File: src/sbcd_pkg.sv
// Constants, codes and types shared by the special block command decoder.
// Assumes 16-bit block words and a block image of 248 words.
package sbcd_pkg;
    localparam int SBCD_WORD_W = 16;
    localparam int SBCD_ADDR_W = 8;
    localparam int SBCD_BLK_WORDS = 248;
    localparam int SBCD_CFG_AW = 10;
    localparam int SBCD_UCMD_NF = 6;
    // Block identifiers
    localparam logic [15:0] SBCD_CODE_USER = 16'h232a;
    localparam logic [15:0] SBCD_CODE_EXEC = 16'h232b;
    localparam logic [15:0] SBCD_CODE_DIS = 16'h2332;
    localparam logic [15:0] SBCD_CODE_EN1 = 16'h2333;
    localparam logic [15:0] SBCD_CODE_EN2 = 16'h2334;
    localparam logic [15:0] SBCD_CODE_WRCFG_DEF = 16'h270d;
    localparam logic [15:0] SBCD_RSP_GEN = 16'hdcd8;
    localparam logic [15:0] SBCD_RSP_DEV0 = 16'hdc74;
    // Block layout
    localparam logic [7:0] SBCD_W_COUNT = 8'h01;
    localparam logic [7:0] SBCD_W_LIST = 8'h02;
    localparam logic [7:0] SBCD_UCMD_WORDS = 8'h0a;
    localparam logic [2:0] SBCD_UCMD_LAST_F = 3'h5;
    localparam logic [5:0] SBCD_USER_MAX = 6'h06;
    localparam logic [5:0] SBCD_LIST_MAX = 6'h3c;
    localparam logic [7:0] SBCD_NUM_CMDS = 8'hc8;
    localparam logic [7:0] SBCD_BLK_LAST = 8'hf7;
    // Write-back layout
    localparam logic [2:0] SBCD_RSP_LAST_BLK = 3'h4;
    localparam logic [7:0] SBCD_GEN_PAY_LEN = 8'h2f;
    localparam logic [7:0] SBCD_DEV_PAY_LEN = 8'h78;
    localparam logic [9:0] SBCD_DEV_CFG_BASE = 10'h02f;
    // Enable codes
    localparam logic [1:0] SBCD_EN_OFF = 2'h0;
    localparam logic [1:0] SBCD_EN_ONE = 2'h1;
    localparam logic [1:0] SBCD_EN_TWO = 2'h2;

    typedef enum logic [8:0] {
        ST_IDLE = 9'h001,
        ST_LD0 = 9'h002,
        ST_LD1 = 9'h004,
        ST_LD2 = 9'h008,
        ST_FETCH = 9'h010,
        ST_CAP = 9'h020,
        ST_PUSH = 9'h040,
        ST_RFETCH = 9'h080,
        ST_REMIT = 9'h100
    } sbcd_state_t;
endpackage : sbcd_pkg

File: src/sbcd_ram_if.sv
// Port group between the decoder and its block image memory.
// Assumes the memory and the decoder share one clock.
`timescale 1ns/10ps
interface sbcd_ram_if;
    logic we;
    logic [7:0] waddr;
    logic [15:0] wdata;
    logic [7:0] raddr;
    logic [15:0] rdata;
    modport ram (input we, input waddr, input wdata, input raddr, output rdata);
    modport ctl (output we, output waddr, output wdata, output raddr, input rdata);
endinterface : sbcd_ram_if

File: src/sbcd_blk_ram.sv
// Holds one host-written block image; read data come out of a register.
// Assumes write addresses are already range checked by the user.
`timescale 1ns/10ps
module sbcd_blk_ram
    import sbcd_pkg::*;
(
    input wire logic clk,
    sbcd_ram_if.ram bus
);
    logic [SBCD_WORD_W-1:0] mem [SBCD_BLK_WORDS];
    logic [SBCD_WORD_W-1:0] rdata_q;

    always_ff @(posedge clk)
    begin
        if (bus.we)
        begin
            mem[bus.waddr] <= bus.wdata;
        end
        rdata_q <= mem[bus.raddr];
    end

    assign bus.rdata = rdata_q;
endmodule : sbcd_blk_ram

File: src/sbcd_decoder.sv
// Special block command decoder: decodes host-written special function blocks.
// Assumes the host, the command queue and the configuration store share clk.
// How it works
// - Word 0 of each host block is its identifier and selects the decoding.
// - Block 9002 puts up to six host-built commands into the command queue.
// - Commands queued by special blocks are marked high priority.
// - User commands are ten words each from word 2; six fields used.
// - Block 9003 queues stored command-list entries by their index.
// - Entries queued by 9003 run even when their enable code is zero.
// - Block 9003 produces no response block.
// - Index blocks hold a count up to 60 in word 1, indexes from word 2.
// - Blocks 9010 to 9012 handle only as many indexes as word 1 says.
// - Block 9010 sets enable code zero on listed entries.
// - Block 9011 sets enable code one on listed entries.
// - Block 9012 sets enable code two on listed entries.
// - Write-back request returns present configuration as response blocks.
// - General response: -9000 twice, then 47 configuration words from word 2.
// - Device responses -9100 to -9103: code twice, eight-word definitions from word 2.
`timescale 1ns/10ps
module sbcd_decoder
    import sbcd_pkg::*;
#(
    parameter logic [15:0] WRCFG_CODE = SBCD_CODE_WRCFG_DEF
)
(
    input wire logic clk,
    input wire logic resetn,
    input wire logic blk_wr_valid,
    input wire logic [SBCD_ADDR_W-1:0] blk_wr_addr,
    input wire logic [SBCD_WORD_W-1:0] blk_wr_data,
    input wire logic blk_done,
    output logic blk_ready,
    input wire logic q_full,
    output logic q_valid,
    output logic q_high_prio,
    output logic q_by_index,
    output logic q_run_disabled,
    output logic [SBCD_ADDR_W-1:0] q_index,
    output logic [SBCD_UCMD_NF-1:0][SBCD_WORD_W-1:0] q_cmd,
    output logic en_valid,
    output logic [SBCD_ADDR_W-1:0] en_index,
    output logic [1:0] en_code,
    output logic [SBCD_CFG_AW-1:0] cfg_rd_addr,
    input wire logic [SBCD_WORD_W-1:0] cfg_rd_data,
    output logic rsp_valid,
    input wire logic rsp_ready,
    output logic [SBCD_WORD_W-1:0] rsp_data,
    output logic rsp_last
);
    typedef struct packed {
        sbcd_state_t st;
        logic [15:0] code;
        logic [5:0] cnt;
        logic [5:0] item;
        logic [2:0] fld;
        logic [7:0] addr;
        logic [2:0] rblk;
        logic [7:0] rw;
        logic blk_ready;
        logic q_valid;
        logic q_high_prio;
        logic q_by_index;
        logic q_run_disabled;
        logic [7:0] q_index;
        logic [SBCD_UCMD_NF-1:0][15:0] q_cmd;
        logic en_valid;
        logic [7:0] en_index;
        logic [1:0] en_code;
        logic [9:0] cfg_addr;
        logic rsp_valid;
        logic [15:0] rsp_data;
        logic rsp_last;
    } sbcd_regs_t;

    sbcd_regs_t s_q;
    sbcd_regs_t s_d;
    sbcd_ram_if ram_bus ();

    // True for the blocks that carry an index list
    function automatic logic sbcd_is_list(input logic [15:0] code);
        return (code == SBCD_CODE_EXEC) || (code == SBCD_CODE_DIS)
            || (code == SBCD_CODE_EN1) || (code == SBCD_CODE_EN2);
    endfunction : sbcd_is_list

    // Payload length of a response block
    function automatic logic [7:0] sbcd_pay_len(input logic [2:0] blk);
        return (blk == 3'h0) ? SBCD_GEN_PAY_LEN : SBCD_DEV_PAY_LEN;
    endfunction : sbcd_pay_len

    // Configuration store address for a response word
    function automatic logic [9:0] sbcd_cfg_addr(input logic [2:0] blk, input logic [7:0] w);
        logic [9:0] off;
        off = {2'h0, w} - 10'h002;
        return (blk == 3'h0) ? off
            : SBCD_DEV_CFG_BASE + 10'({7'h00, blk - 3'h1} * 10'h078) + off;
    endfunction : sbcd_cfg_addr

    sbcd_blk_ram u_ram (
        .clk(clk),
        .bus(ram_bus.ram)
    );

    assign ram_bus.we = blk_wr_valid && s_q.blk_ready && (blk_wr_addr <= SBCD_BLK_LAST);
    assign ram_bus.waddr = blk_wr_addr;
    assign ram_bus.wdata = blk_wr_data;
    assign ram_bus.raddr = s_q.addr;

    always_comb
    begin
        logic [15:0] code_w;
        logic [7:0] plen;
        code_w = 16'h0000;
        plen = 8'h00;
        s_d = s_q;
        s_d.q_valid = 1'b0;
        s_d.en_valid = 1'b0;
        unique case (s_q.st)
            ST_IDLE:
            begin
                s_d.blk_ready = 1'b1;
                if (blk_done && s_q.blk_ready)
                begin
                    s_d.blk_ready = 1'b0;
                    s_d.addr = 8'h00;
                    s_d.st = ST_LD0;
                end
            end
            ST_LD0:
            begin
                s_d.addr = SBCD_W_COUNT;
                s_d.st = ST_LD1;
            end
            ST_LD1:
            begin
                s_d.code = ram_bus.rdata;
                s_d.addr = SBCD_W_LIST;
                s_d.st = ST_LD2;
            end
            ST_LD2:
            begin
                s_d.cnt = ram_bus.rdata[5:0];
                s_d.item = 6'h00;
                s_d.fld = 3'h0;
                s_d.st = ST_IDLE;
                if (ram_bus.rdata >= 16'h0001 && ((s_q.code == SBCD_CODE_USER
                    && ram_bus.rdata <= {10'h000, SBCD_USER_MAX}) || (sbcd_is_list(s_q.code)
                    && ram_bus.rdata <= {10'h000, SBCD_LIST_MAX})))
                begin
                    s_d.st = ST_CAP;
                end
                if (s_q.code == WRCFG_CODE)
                begin
                    s_d.rblk = 3'h0;
                    s_d.rw = 8'h00;
                    s_d.cfg_addr = sbcd_cfg_addr(3'h0, 8'h00);
                    s_d.st = ST_RFETCH;
                end
            end
            ST_FETCH:
            begin
                s_d.st = ST_CAP;
            end
            ST_CAP:
            begin
                if (s_q.code == SBCD_CODE_USER)
                begin
                    // gather six fields of one command
                    s_d.q_cmd[s_q.fld] = ram_bus.rdata;
                    s_d.fld = s_q.fld + 3'h1;
                    s_d.addr = s_q.addr + 8'h01;
                    s_d.st = ST_FETCH;
                    if (s_q.fld == SBCD_UCMD_LAST_F)
                    begin
                        s_d.addr = SBCD_W_LIST + 8'(SBCD_UCMD_WORDS * {2'h0, s_q.item + 6'h01});
                        s_d.st = ST_PUSH;
                    end
                end
                else
                begin
                    s_d.addr = s_q.addr + 8'h01;
                    s_d.item = s_q.item + 6'h01;
                    s_d.st = (s_q.item + 6'h01 == s_q.cnt) ? ST_IDLE : ST_FETCH;
                    if (ram_bus.rdata < {8'h00, SBCD_NUM_CMDS})
                    begin
                        if (s_q.code == SBCD_CODE_EXEC)
                        begin
                            s_d.q_valid = !q_full;
                            s_d.q_high_prio = 1'b1;
                            s_d.q_by_index = 1'b1;
                            s_d.q_run_disabled = 1'b1;
                            s_d.q_index = ram_bus.rdata[7:0];
                        end
                        else
                        begin
                            s_d.en_valid = 1'b1;
                            s_d.en_index = ram_bus.rdata[7:0];
                            s_d.en_code = (s_q.code == SBCD_CODE_EN1) ? SBCD_EN_ONE
                                : (s_q.code == SBCD_CODE_EN2) ? SBCD_EN_TWO : SBCD_EN_OFF;
                        end
                    end
                end
            end
            ST_PUSH:
            begin
                s_d.q_valid = !q_full;
                s_d.q_high_prio = 1'b1;
                s_d.q_by_index = 1'b0;
                s_d.q_run_disabled = 1'b0;
                s_d.q_index = 8'h00;
                s_d.fld = 3'h0;
                s_d.item = s_q.item + 6'h01;
                s_d.st = (s_q.item + 6'h01 == s_q.cnt) ? ST_IDLE : ST_FETCH;
            end
            ST_RFETCH:
            begin
                code_w = (s_q.rblk == 3'h0) ? SBCD_RSP_GEN
                    : SBCD_RSP_DEV0 - {13'h0000, s_q.rblk - 3'h1};
                plen = sbcd_pay_len(s_q.rblk);
                s_d.rsp_data = (s_q.rw < SBCD_W_LIST) ? code_w
                    : (s_q.rw - SBCD_W_LIST < plen) ? cfg_rd_data : 16'h0000;
                s_d.rsp_valid = 1'b1;
                s_d.rsp_last = (s_q.rw == SBCD_BLK_LAST);
                s_d.st = ST_REMIT;
            end
            ST_REMIT:
            begin
                if (rsp_ready)
                begin
                    s_d.rsp_valid = 1'b0;
                    s_d.rsp_last = 1'b0;
                    s_d.st = ST_RFETCH;
                    s_d.rw = s_q.rw + 8'h01;
                    if (s_q.rw == SBCD_BLK_LAST)
                    begin
                        s_d.rw = 8'h00;
                        s_d.rblk = s_q.rblk + 3'h1;
                        s_d.st = (s_q.rblk == SBCD_RSP_LAST_BLK) ? ST_IDLE : ST_RFETCH;
                    end
                    s_d.cfg_addr = sbcd_cfg_addr(s_d.rblk, s_d.rw);
                end
            end
            default:
            begin
                s_d.st = ST_IDLE;
            end
        endcase
    end

    always_ff @(posedge clk)
    begin
        if (!resetn)
        begin
            s_q <= '0;
            s_q.st <= ST_IDLE;
        end
        else
        begin
            s_q <= s_d;
        end
    end

    assign blk_ready = s_q.blk_ready;
    assign q_valid = s_q.q_valid;
    assign q_high_prio = s_q.q_high_prio;
    assign q_by_index = s_q.q_by_index;
    assign q_run_disabled = s_q.q_run_disabled;
    assign q_index = s_q.q_index;
    assign q_cmd = s_q.q_cmd;
    assign en_valid = s_q.en_valid;
    assign en_index = s_q.en_index;
    assign en_code = s_q.en_code;
    assign cfg_rd_addr = s_q.cfg_addr;
    assign rsp_valid = s_q.rsp_valid;
    assign rsp_data = s_q.rsp_data;
    assign rsp_last = s_q.rsp_last;
endmodule : sbcd_decoder

File: config.mk
export PLATFORM = sky130hd
export DESIGN_NAME = sbcd_decoder
export DESIGN_NICKNAME = d
export VERILOG_FILES = /design/src/sbcd_pkg.sv /design/src/sbcd_ram_if.sv /design/src/sbcd_blk_ram.sv /design/src/sbcd_decoder.sv
export SDC_FILE = /design/constraint.sdc
export NUM_CORES = 2
export LEC_CHECK = 0
export ABC_AREA = 1
export BUFFER_PORTS_ARGS = -buffer_cell sky130_fd_sc_hd__buf_2
export CAP_MARGIN = 0
export CORE_AREA = 3 3 752 754
export DETAILED_ROUTE_END_ITERATION = 6
export DIE_AREA = 0 0 755 757
export HOLD_SLACK_MARGIN = 0.03
export SLEW_MARGIN = 40
export SYNTH_ARGS = -nofsm -noshare
export SYNTH_HDL_FRONTEND = slang
export SYNTH_SLANG_ARGS = --single-unit
File: constraint.sdc
create_clock -name clk -period 5.34 [get_ports clk]
set_input_delay 0.534 -clock clk [delete_from_list [all_inputs] [get_ports clk]]
set_output_delay 0.534 -clock clk [all_outputs]
set_load 0.02 [all_outputs]
## After elaboration in Yosys (flattened, before gate mapping)

Memory sizes are Yosys's and may differ from the RTL's. A register that Yosys moved wholly into a read port is not among the register bits.
Cells that the tools add are included.

| word-level totals | value |
|---|---|
| logic and storage cells | 159 |
| memories | 1 |
| input port bits | 46 |
| bits in writable memories | 3968 |
| flip-flop bits (word level) | 207 |

| operators by class | value |
|---|---|
| reductions and logical operators | 29 |
| eq/ne operators | 26 |
| mux-type cells | 47 |
| order comparisons | 9 |
| multipliers | 2 |
| $add $sub $neg | 13 |
| bitwise operators | 5 |

Memories:

| memory | words | width | rd ports | clocked after memory_dff | write ports | line | RTL |
|---|---|---|---|---|---|---|---|
| u_ram.mem | 248 | 16 | 1 | 1 | 1 | sbcd_blk_ram.sv:10 | `logic [SBCD_WORD_W-1:0] mem [SBCD_BLK_WORDS];` |

Operator list:

| operator | count |
|---|---|
| $bwmux 96 | 1 |
| $eq 16x14->1 const B | 6 |
| $pmux 9 s9 | 1 |
| $mux 11 | 7 |
| $mux 16 | 4 |
| $demux 16 s3 | 1 |
| $mux 8 | 6 |
| $mux 12 | 3 |
| $pmux 8 s4 | 1 |
| $mux 9 | 3 |
| $pmux 9 s3 | 1 |
| $pmux 12 s2 | 1 |
| $pmux 11 s2 | 1 |
| $mux 10 | 2 |
| $pmux 10 s2 | 1 |
| $add 8x1->8 const B | 2 |
| $ge 16x1->1 const B | 1 |
| $le 16x3->1 const B | 1 |
| $le 16x6->1 const B | 1 |
| $lt 16x8->1 const B | 1 |
| $sub 15x4->16 const A | 1 |
| $mux 7 | 2 |
| $ne 2x2->1 const B | 7 |
| $mux 6 | 2 |
| other kinds (44) | 74 |

## Longest topological paths before layout

| logic depth | value |
|---|---|
| depth after elaboration | 11 |
| mapped depth | 30 |
| gate-level depth less buffers | 30 |

## By module

From an unflattened synthesis, not the netlist that was laid out.

| unflattened totals | value |
|---|---|
| cells, all modules | 14948 |
| area, all modules | 172360.3 sq um |

Modules (own cells, without submodules):

| module | times used | area each (sq um) | cells each |
|---|---|---|---|
| sbcd_blk_ram | 1 | 161439.8 | 13527 |
| sbcd_decoder | 1 | 10920.5 | 1421 |

## Worst setup path after synthesis

No wires, ideal clock.

| timing path | value |
|---|---|
| kind | register -> register |
| start point | register s_q[149] (netlist name) |
| end point | register s_q (netlist bit cfg_rd_addr[8]) |
| data required time | 5.224 ns |
| clock period less this slack | 4.677 ns |
| arrival time | 4.560 ns |
| cell stages (with the launch flop) | 29 |
| path buffers | 1 |
| path slack | 0.663 ns |
| cells stage by stage | dfxtp_1 -> ha_1 -> nand2_1 -> nor2_1 -> nand2_2 -> buf_2 -> nand2_1 -> nand2_1 -> ha_1 -> inv_1 -> nand3_1 -> nand2_1 -> ha_1 -> xnor2_1 -> ha_1 -> inv_1 -> fa_1 -> inv_1 -> nand3_1 -> nand2_1 -> inv_1 -> ha_1 -> ha_1 -> inv_1 -> o311ai_0 -> xnor2_1 -> o21ai_0 -> o211ai_1 -> inv_1 |

| on the way | value |
|---|---|
| longest elaborated chain between the ends | 11 |
| elaborated cells between the ends (all ways) | 14 |
| classes of those cells | 5 x add/sub; 1 x mul; 1 x eq/ne; 6 x mux; 1 x reduce/logical |

RTL lines:

| what | line | RTL |
|---|---|---|
| from (decl) | sbcd_decoder.sv:75 | `sbcd_regs_t s_q;` |
| $eq 8x8->1 | sbcd_decoder.sv:233 | `if (s_q.rw == SBCD_BLK_LAST)` |
| $mux 11 * | sbcd_decoder.sv:233 |  |
| $mux 11 * | sbcd_decoder.sv:227 | `if (rsp_ready)` |
| $mux 11 * | sbcd_decoder.sv:117 | `unique case (s_q.st)` |
| $sub 3x1->3 | sbcd_decoder.sv:95 | `: SBCD_DEV_CFG_BASE + 10'({7'h00, blk - 3'h1} * 10'h078) + off;` |
| $mul 3x4->7 | sbcd_decoder.sv:95 |  |
| $add 6x10->10 | sbcd_decoder.sv:95 |  |
| $add 10x10->10 | sbcd_decoder.sv:95 |  |
| $mux 10 * | sbcd_decoder.sv:94 | `return (blk == 3'h0) ? off` |
| $mux 11 * | sbcd_decoder.sv:227 |  |
| $pmux 10 s2 * | sbcd_decoder.sv:117 |  |

Mark *: on every way between the ends. The rest lies on a longest branch, timed or not. The select of a mux whose other input is x is not followed.
A chain may end at the register's enable or synchronous reset.

## Worst setup path after layout

| timing path | value |
|---|---|
| start point | register s_q[148] (netlist name) |
| end point | register s_q (netlist bit cfg_rd_addr[8]) |

The elaborated chain is that of the path after synthesis.

==> summary.md <==
| Metric | Value |
|---|---|
| Hpwl dp | `280000 um` |
| Post-Synth XOR/XNOR Area | `0.00172` |
| Final setup fails | `0` |
| Hold WS | `about 0.1 ns` |
| CTS Buf Count | `421` |
| First-pass GRT wire length | `715000 um` |
| Violated checks | `DRC` |
| Fin Clk Skew | `between 0.07 and 0.08 ns` |
| CP max-delay cell | `fa_1` |
| Synthesized area | `between 150000 and 200000 um2` |
| Drt wl/cell | `~23 um` |
| Largest net degree at the start of global routing | `between 150 and 200` |
| Fmax | `roughly 200 MHz` |
| Async SR Flop Fraction | `0` |
| Worst Path Required | `6.19 ns` |
| RSZ-0062 raised after global routing | `no` |
| Hold path depth | `1` |
| Comb pwr share | `0.097` |
| Post-detailed-route count of antenna-violating nets | `0` |
| Top FF cell, synth | `edfxtp_1` |
| Largest family of logic cells by synthesized area | `compound AO/OA/AOI/OAI gates` |
| Port bufs | `193` |
| Startpoint types | `register` |
| Number of cells on the critical path | `30` |
| R2R Path Start | `s_q[148]` |
| Number of vias per cell | `about 5.2` |
| Slew margin rel. | `0.391` |
| Avg Cell Area, Syn | `about 12 um2` |
| Number of synthesized flops with an enable pin | `3968` |
| Outcome | `complete, but fails checks` |
| Mux cell area share after synthesis | `0` |
| Cell mode on critical path | `inv_1` |
| DR iter-0 viols | `around 14000` |
| Simple-Gate Fraction of Synth Area | `0.110` |
| R2r endpoint | `cfg_rd_addr[8]` |
| P per Cell Area | `374 nW/um2` |
| Number of global-route vias before repair | `between 100k and 150k` |
| Hold crit path type | `input pin to register` |
| H-tree depth | `5` |
| CP Capture Type | `register` |
| Clock transition at the registers of the reported paths | `roughly 0.060 ns` |
| Die Span Y | `between 700 and 800 um` |
| Crit path buf inv count | `7` |
| Final hold violations | `0` |
| Seq/Total Area, Yosys | `0.737` |
| Sw frac | `0.248` |
| Area Growth Syn to Fin | `14.4%` |
| Hold Crit Endpoint | `u_ram.mem[101][3]` |
| Post-synthesis compound-gate area fraction | `0.112` |
| Internal power | `0.0540 W` |
| Multi-input logic area | `~38000 um2` |
| Worst-path fanout max | `5` |
| RePlAce Congestion | `about 0.88` |
| Post-Synth Adder-Cell Area | `0.00352` |
| Tmin final | `a little under 5 ns` |
| CTS tree | `built` |
| Post-CTS setup buffer count | `0` |
| Layout fillers | `54200` |
| Syn_nets | `approximately 14000` |
| Die width | `about 760 um` |
| Top delay family on crit path | `adder cells` |
| DR pass1 iterations | `7` |
| R2R depth | `30` |
| DRC errors left | `3` |
| Die ar. | `572000 um2` |
| Rows | `275` |
| Sw power | `0.0178 W` |
| Worst reg2reg setup slack | `~0.45 ns` |
| Crit Path Class | `register to register` |
| Leading cell type in the layout, fill and taps excluded | `edfxtp_1` |
| Max Cap Viol | `0` |
| Root Driver | `clkbuf_16` |
| Fin crit share | `0.916` |
| Setup TNS | `0 ns` |
| Share of layout cells above drive strength 1 | `0.0977` |
| Initial Utilization | `0.300` |
| Initial antenna violation count | `23` |
| Final WL | `approximately 490000 um` |
| Reg power frac | `0.503` |
| Io pins | `between 150 and 200` |
| Core box area | `approximately 560000 um2` |
| Nets@finish | `13700` |
| Slew @ Worst Pin | `0.913 ns` |
| Hold Path Origin | `blk_wr_data[3]` |
| Clock sink count | `roughly 4200` |
| Global route total overflow | `0` |
| Register area | `between 100000 and 150000 um2` |
| Mapped Cells | `about 14000` |
| Post-synth cell types | `53` |
| Max-slew violation count | `0` |
| Yosys warns | `0` |
| Peak VDD IR | `between 0.0002 and 0.0003 V` |
| CTS Buffer Depth | `4` |
| #FFs+latches synth | `about 4200` |
| Clk_lat worst skew | `~1 ns` |
| GRT Util Overall | `0.164` |
| Clock share of power | `0.400` |
| Data arrival, critical path | `approximately 5.7 ns` |
| P_leak | `about 63 nW` |
| Via count | `111000` |
| Most frequent cells in the layout | `edfxtp_1 (3968), nor2_1 (2318), o21ai_0 (2084)` |
| Slowest stage delay, CP | `roughly 0.45 ns` |
Yosys cell counts, types with 73 or more instances:
master	n	area, um2
edfxtp_1	3968	119000
o21ai_0	2085	10400
a21oi_1	197	986
o221ai_1	73	639
buf_2	262	1310
clkbuf_1	580	2180
o22ai_1	908	5680
buf_4	161	1210
nand3_1	938	4690
buf_1	97	364
nor2_1	2352	8830
dfxtp_1	222	4440
inv_1	188	706
nand2_1	1186	4450
worst reg2reg max path: cells and delay by family, from the launching register on:
kind            cells  cell delay (ns)
fa+ha+maj           7             2.03
flops               1             0.38
simple gates       11             1.20
compound gates      3             0.28
xor+xnor            2             0.36
buf+inv             7             0.54
kinds of logic (layout without fill, tap and decap cells):
logic type | after synthesis | in the layout
xor gates and xnor gates | 33 | 33
other | 0 | 8
adders and majority gates | 46 | 46
and+or+nand+nor | 4548 | 4548
AOI/OAI and AO/OA | 3426 | 3426
DFF | 4190 | 4190
buffers and inverters | 1313 | 1691
flip-flops by register name, summed over array words and instances, names as in the netlist:
register / count
u_ram.mem: 3968
q_cmd: 96
s_q: 51
rsp_data: 16
u_ram.bus.rdata: 16
cfg_rd_addr: 10
en_index: 8
q_index: 8
ram_bus.raddr: 8
en_code: 2
blk_ready: 1
en_valid: 1
q_by_index: 1
q_high_prio: 1
q_valid: 1
rsp_last: 1
rsp_valid: 1
cell type report:
cell class,instances,area share
Multi-Input combinational cell,8053,0.200
Inverter,204,0.00422
Clock buffer,543,0.0585
Sequential cell,4190,0.644
Antenna cell,8,0.000104
Timing Repair Buffer,713,0.0328
Tap cell,7479,0.0488
Clock inverter,231,0.0108
worst max path at each step:
stage	from	end	slack [ns]
2_1_floorplan	s_q[149]	cfg_rd_addr[8]	0.66
3_3_place_gp	s_q[148]	cfg_rd_addr[8]	0.13
3_5_place_dp	s_q[148]	cfg_rd_addr[8]	0.22
4_1_cts	s_q[148]	cfg_rd_addr[8]	0.21
5_1_grt	s_q[148]	cfg_rd_addr[8]	0.005
6_report	s_q[148]	cfg_rd_addr[8]	0.45
per-layer routing:
| layer | vias to the layer above | track usage | share of wire |
|---|---|---|---|
| li1 | 49600 | - | - |
| met1 | 55600 | 0.231 | 0.42 |
| met2 | 5362 | 0.255 | 0.45 |
| met3 | 748 | 0.0343 | 0.10 |
| met4 | 4 | 0.0513 | 0.031 |
| met5 | - | 0 | 0.000069 |
per-stage QoR:
stage          cell area, um2  utilization  total power [W]  instances  setup WS [ns]
6_report               192000        0.343           0.0718      21400          0.450
5_1_grt                192000        0.343           0.0741      21400        0.00536
3_5_place_dp           178000        0.318           0.0437      20600          0.222
3_3_place_gp           178000        0.318           0.0436      20600          0.126
2_1_floorplan          168000            -           0.0407      13600          0.663
4_1_cts                192000        0.342           0.0721      21400          0.210
repair_timing:
action / 4_1_cts / 5_1_grt
hold buffers: 32 / 0
setup endpoints to repair: 0 / 2
endpoints found under the hold margin: 485 / 0
resized for setup: 0 / 8
power by group through the flow:
stage	sequential, W	combinational [W]	clock (W)
floorplan	0.0367	0.00398	0
global placement	0.0368	0.00679	0
detailed placement	0.0368	0.00688	0
CTS	0.0361	0.00692	0.0291
global route	0.0361	0.00759	0.0304
finish	0.0361	0.00697	0.0287
No activity file was read; power rests on OpenSTA's default activity.
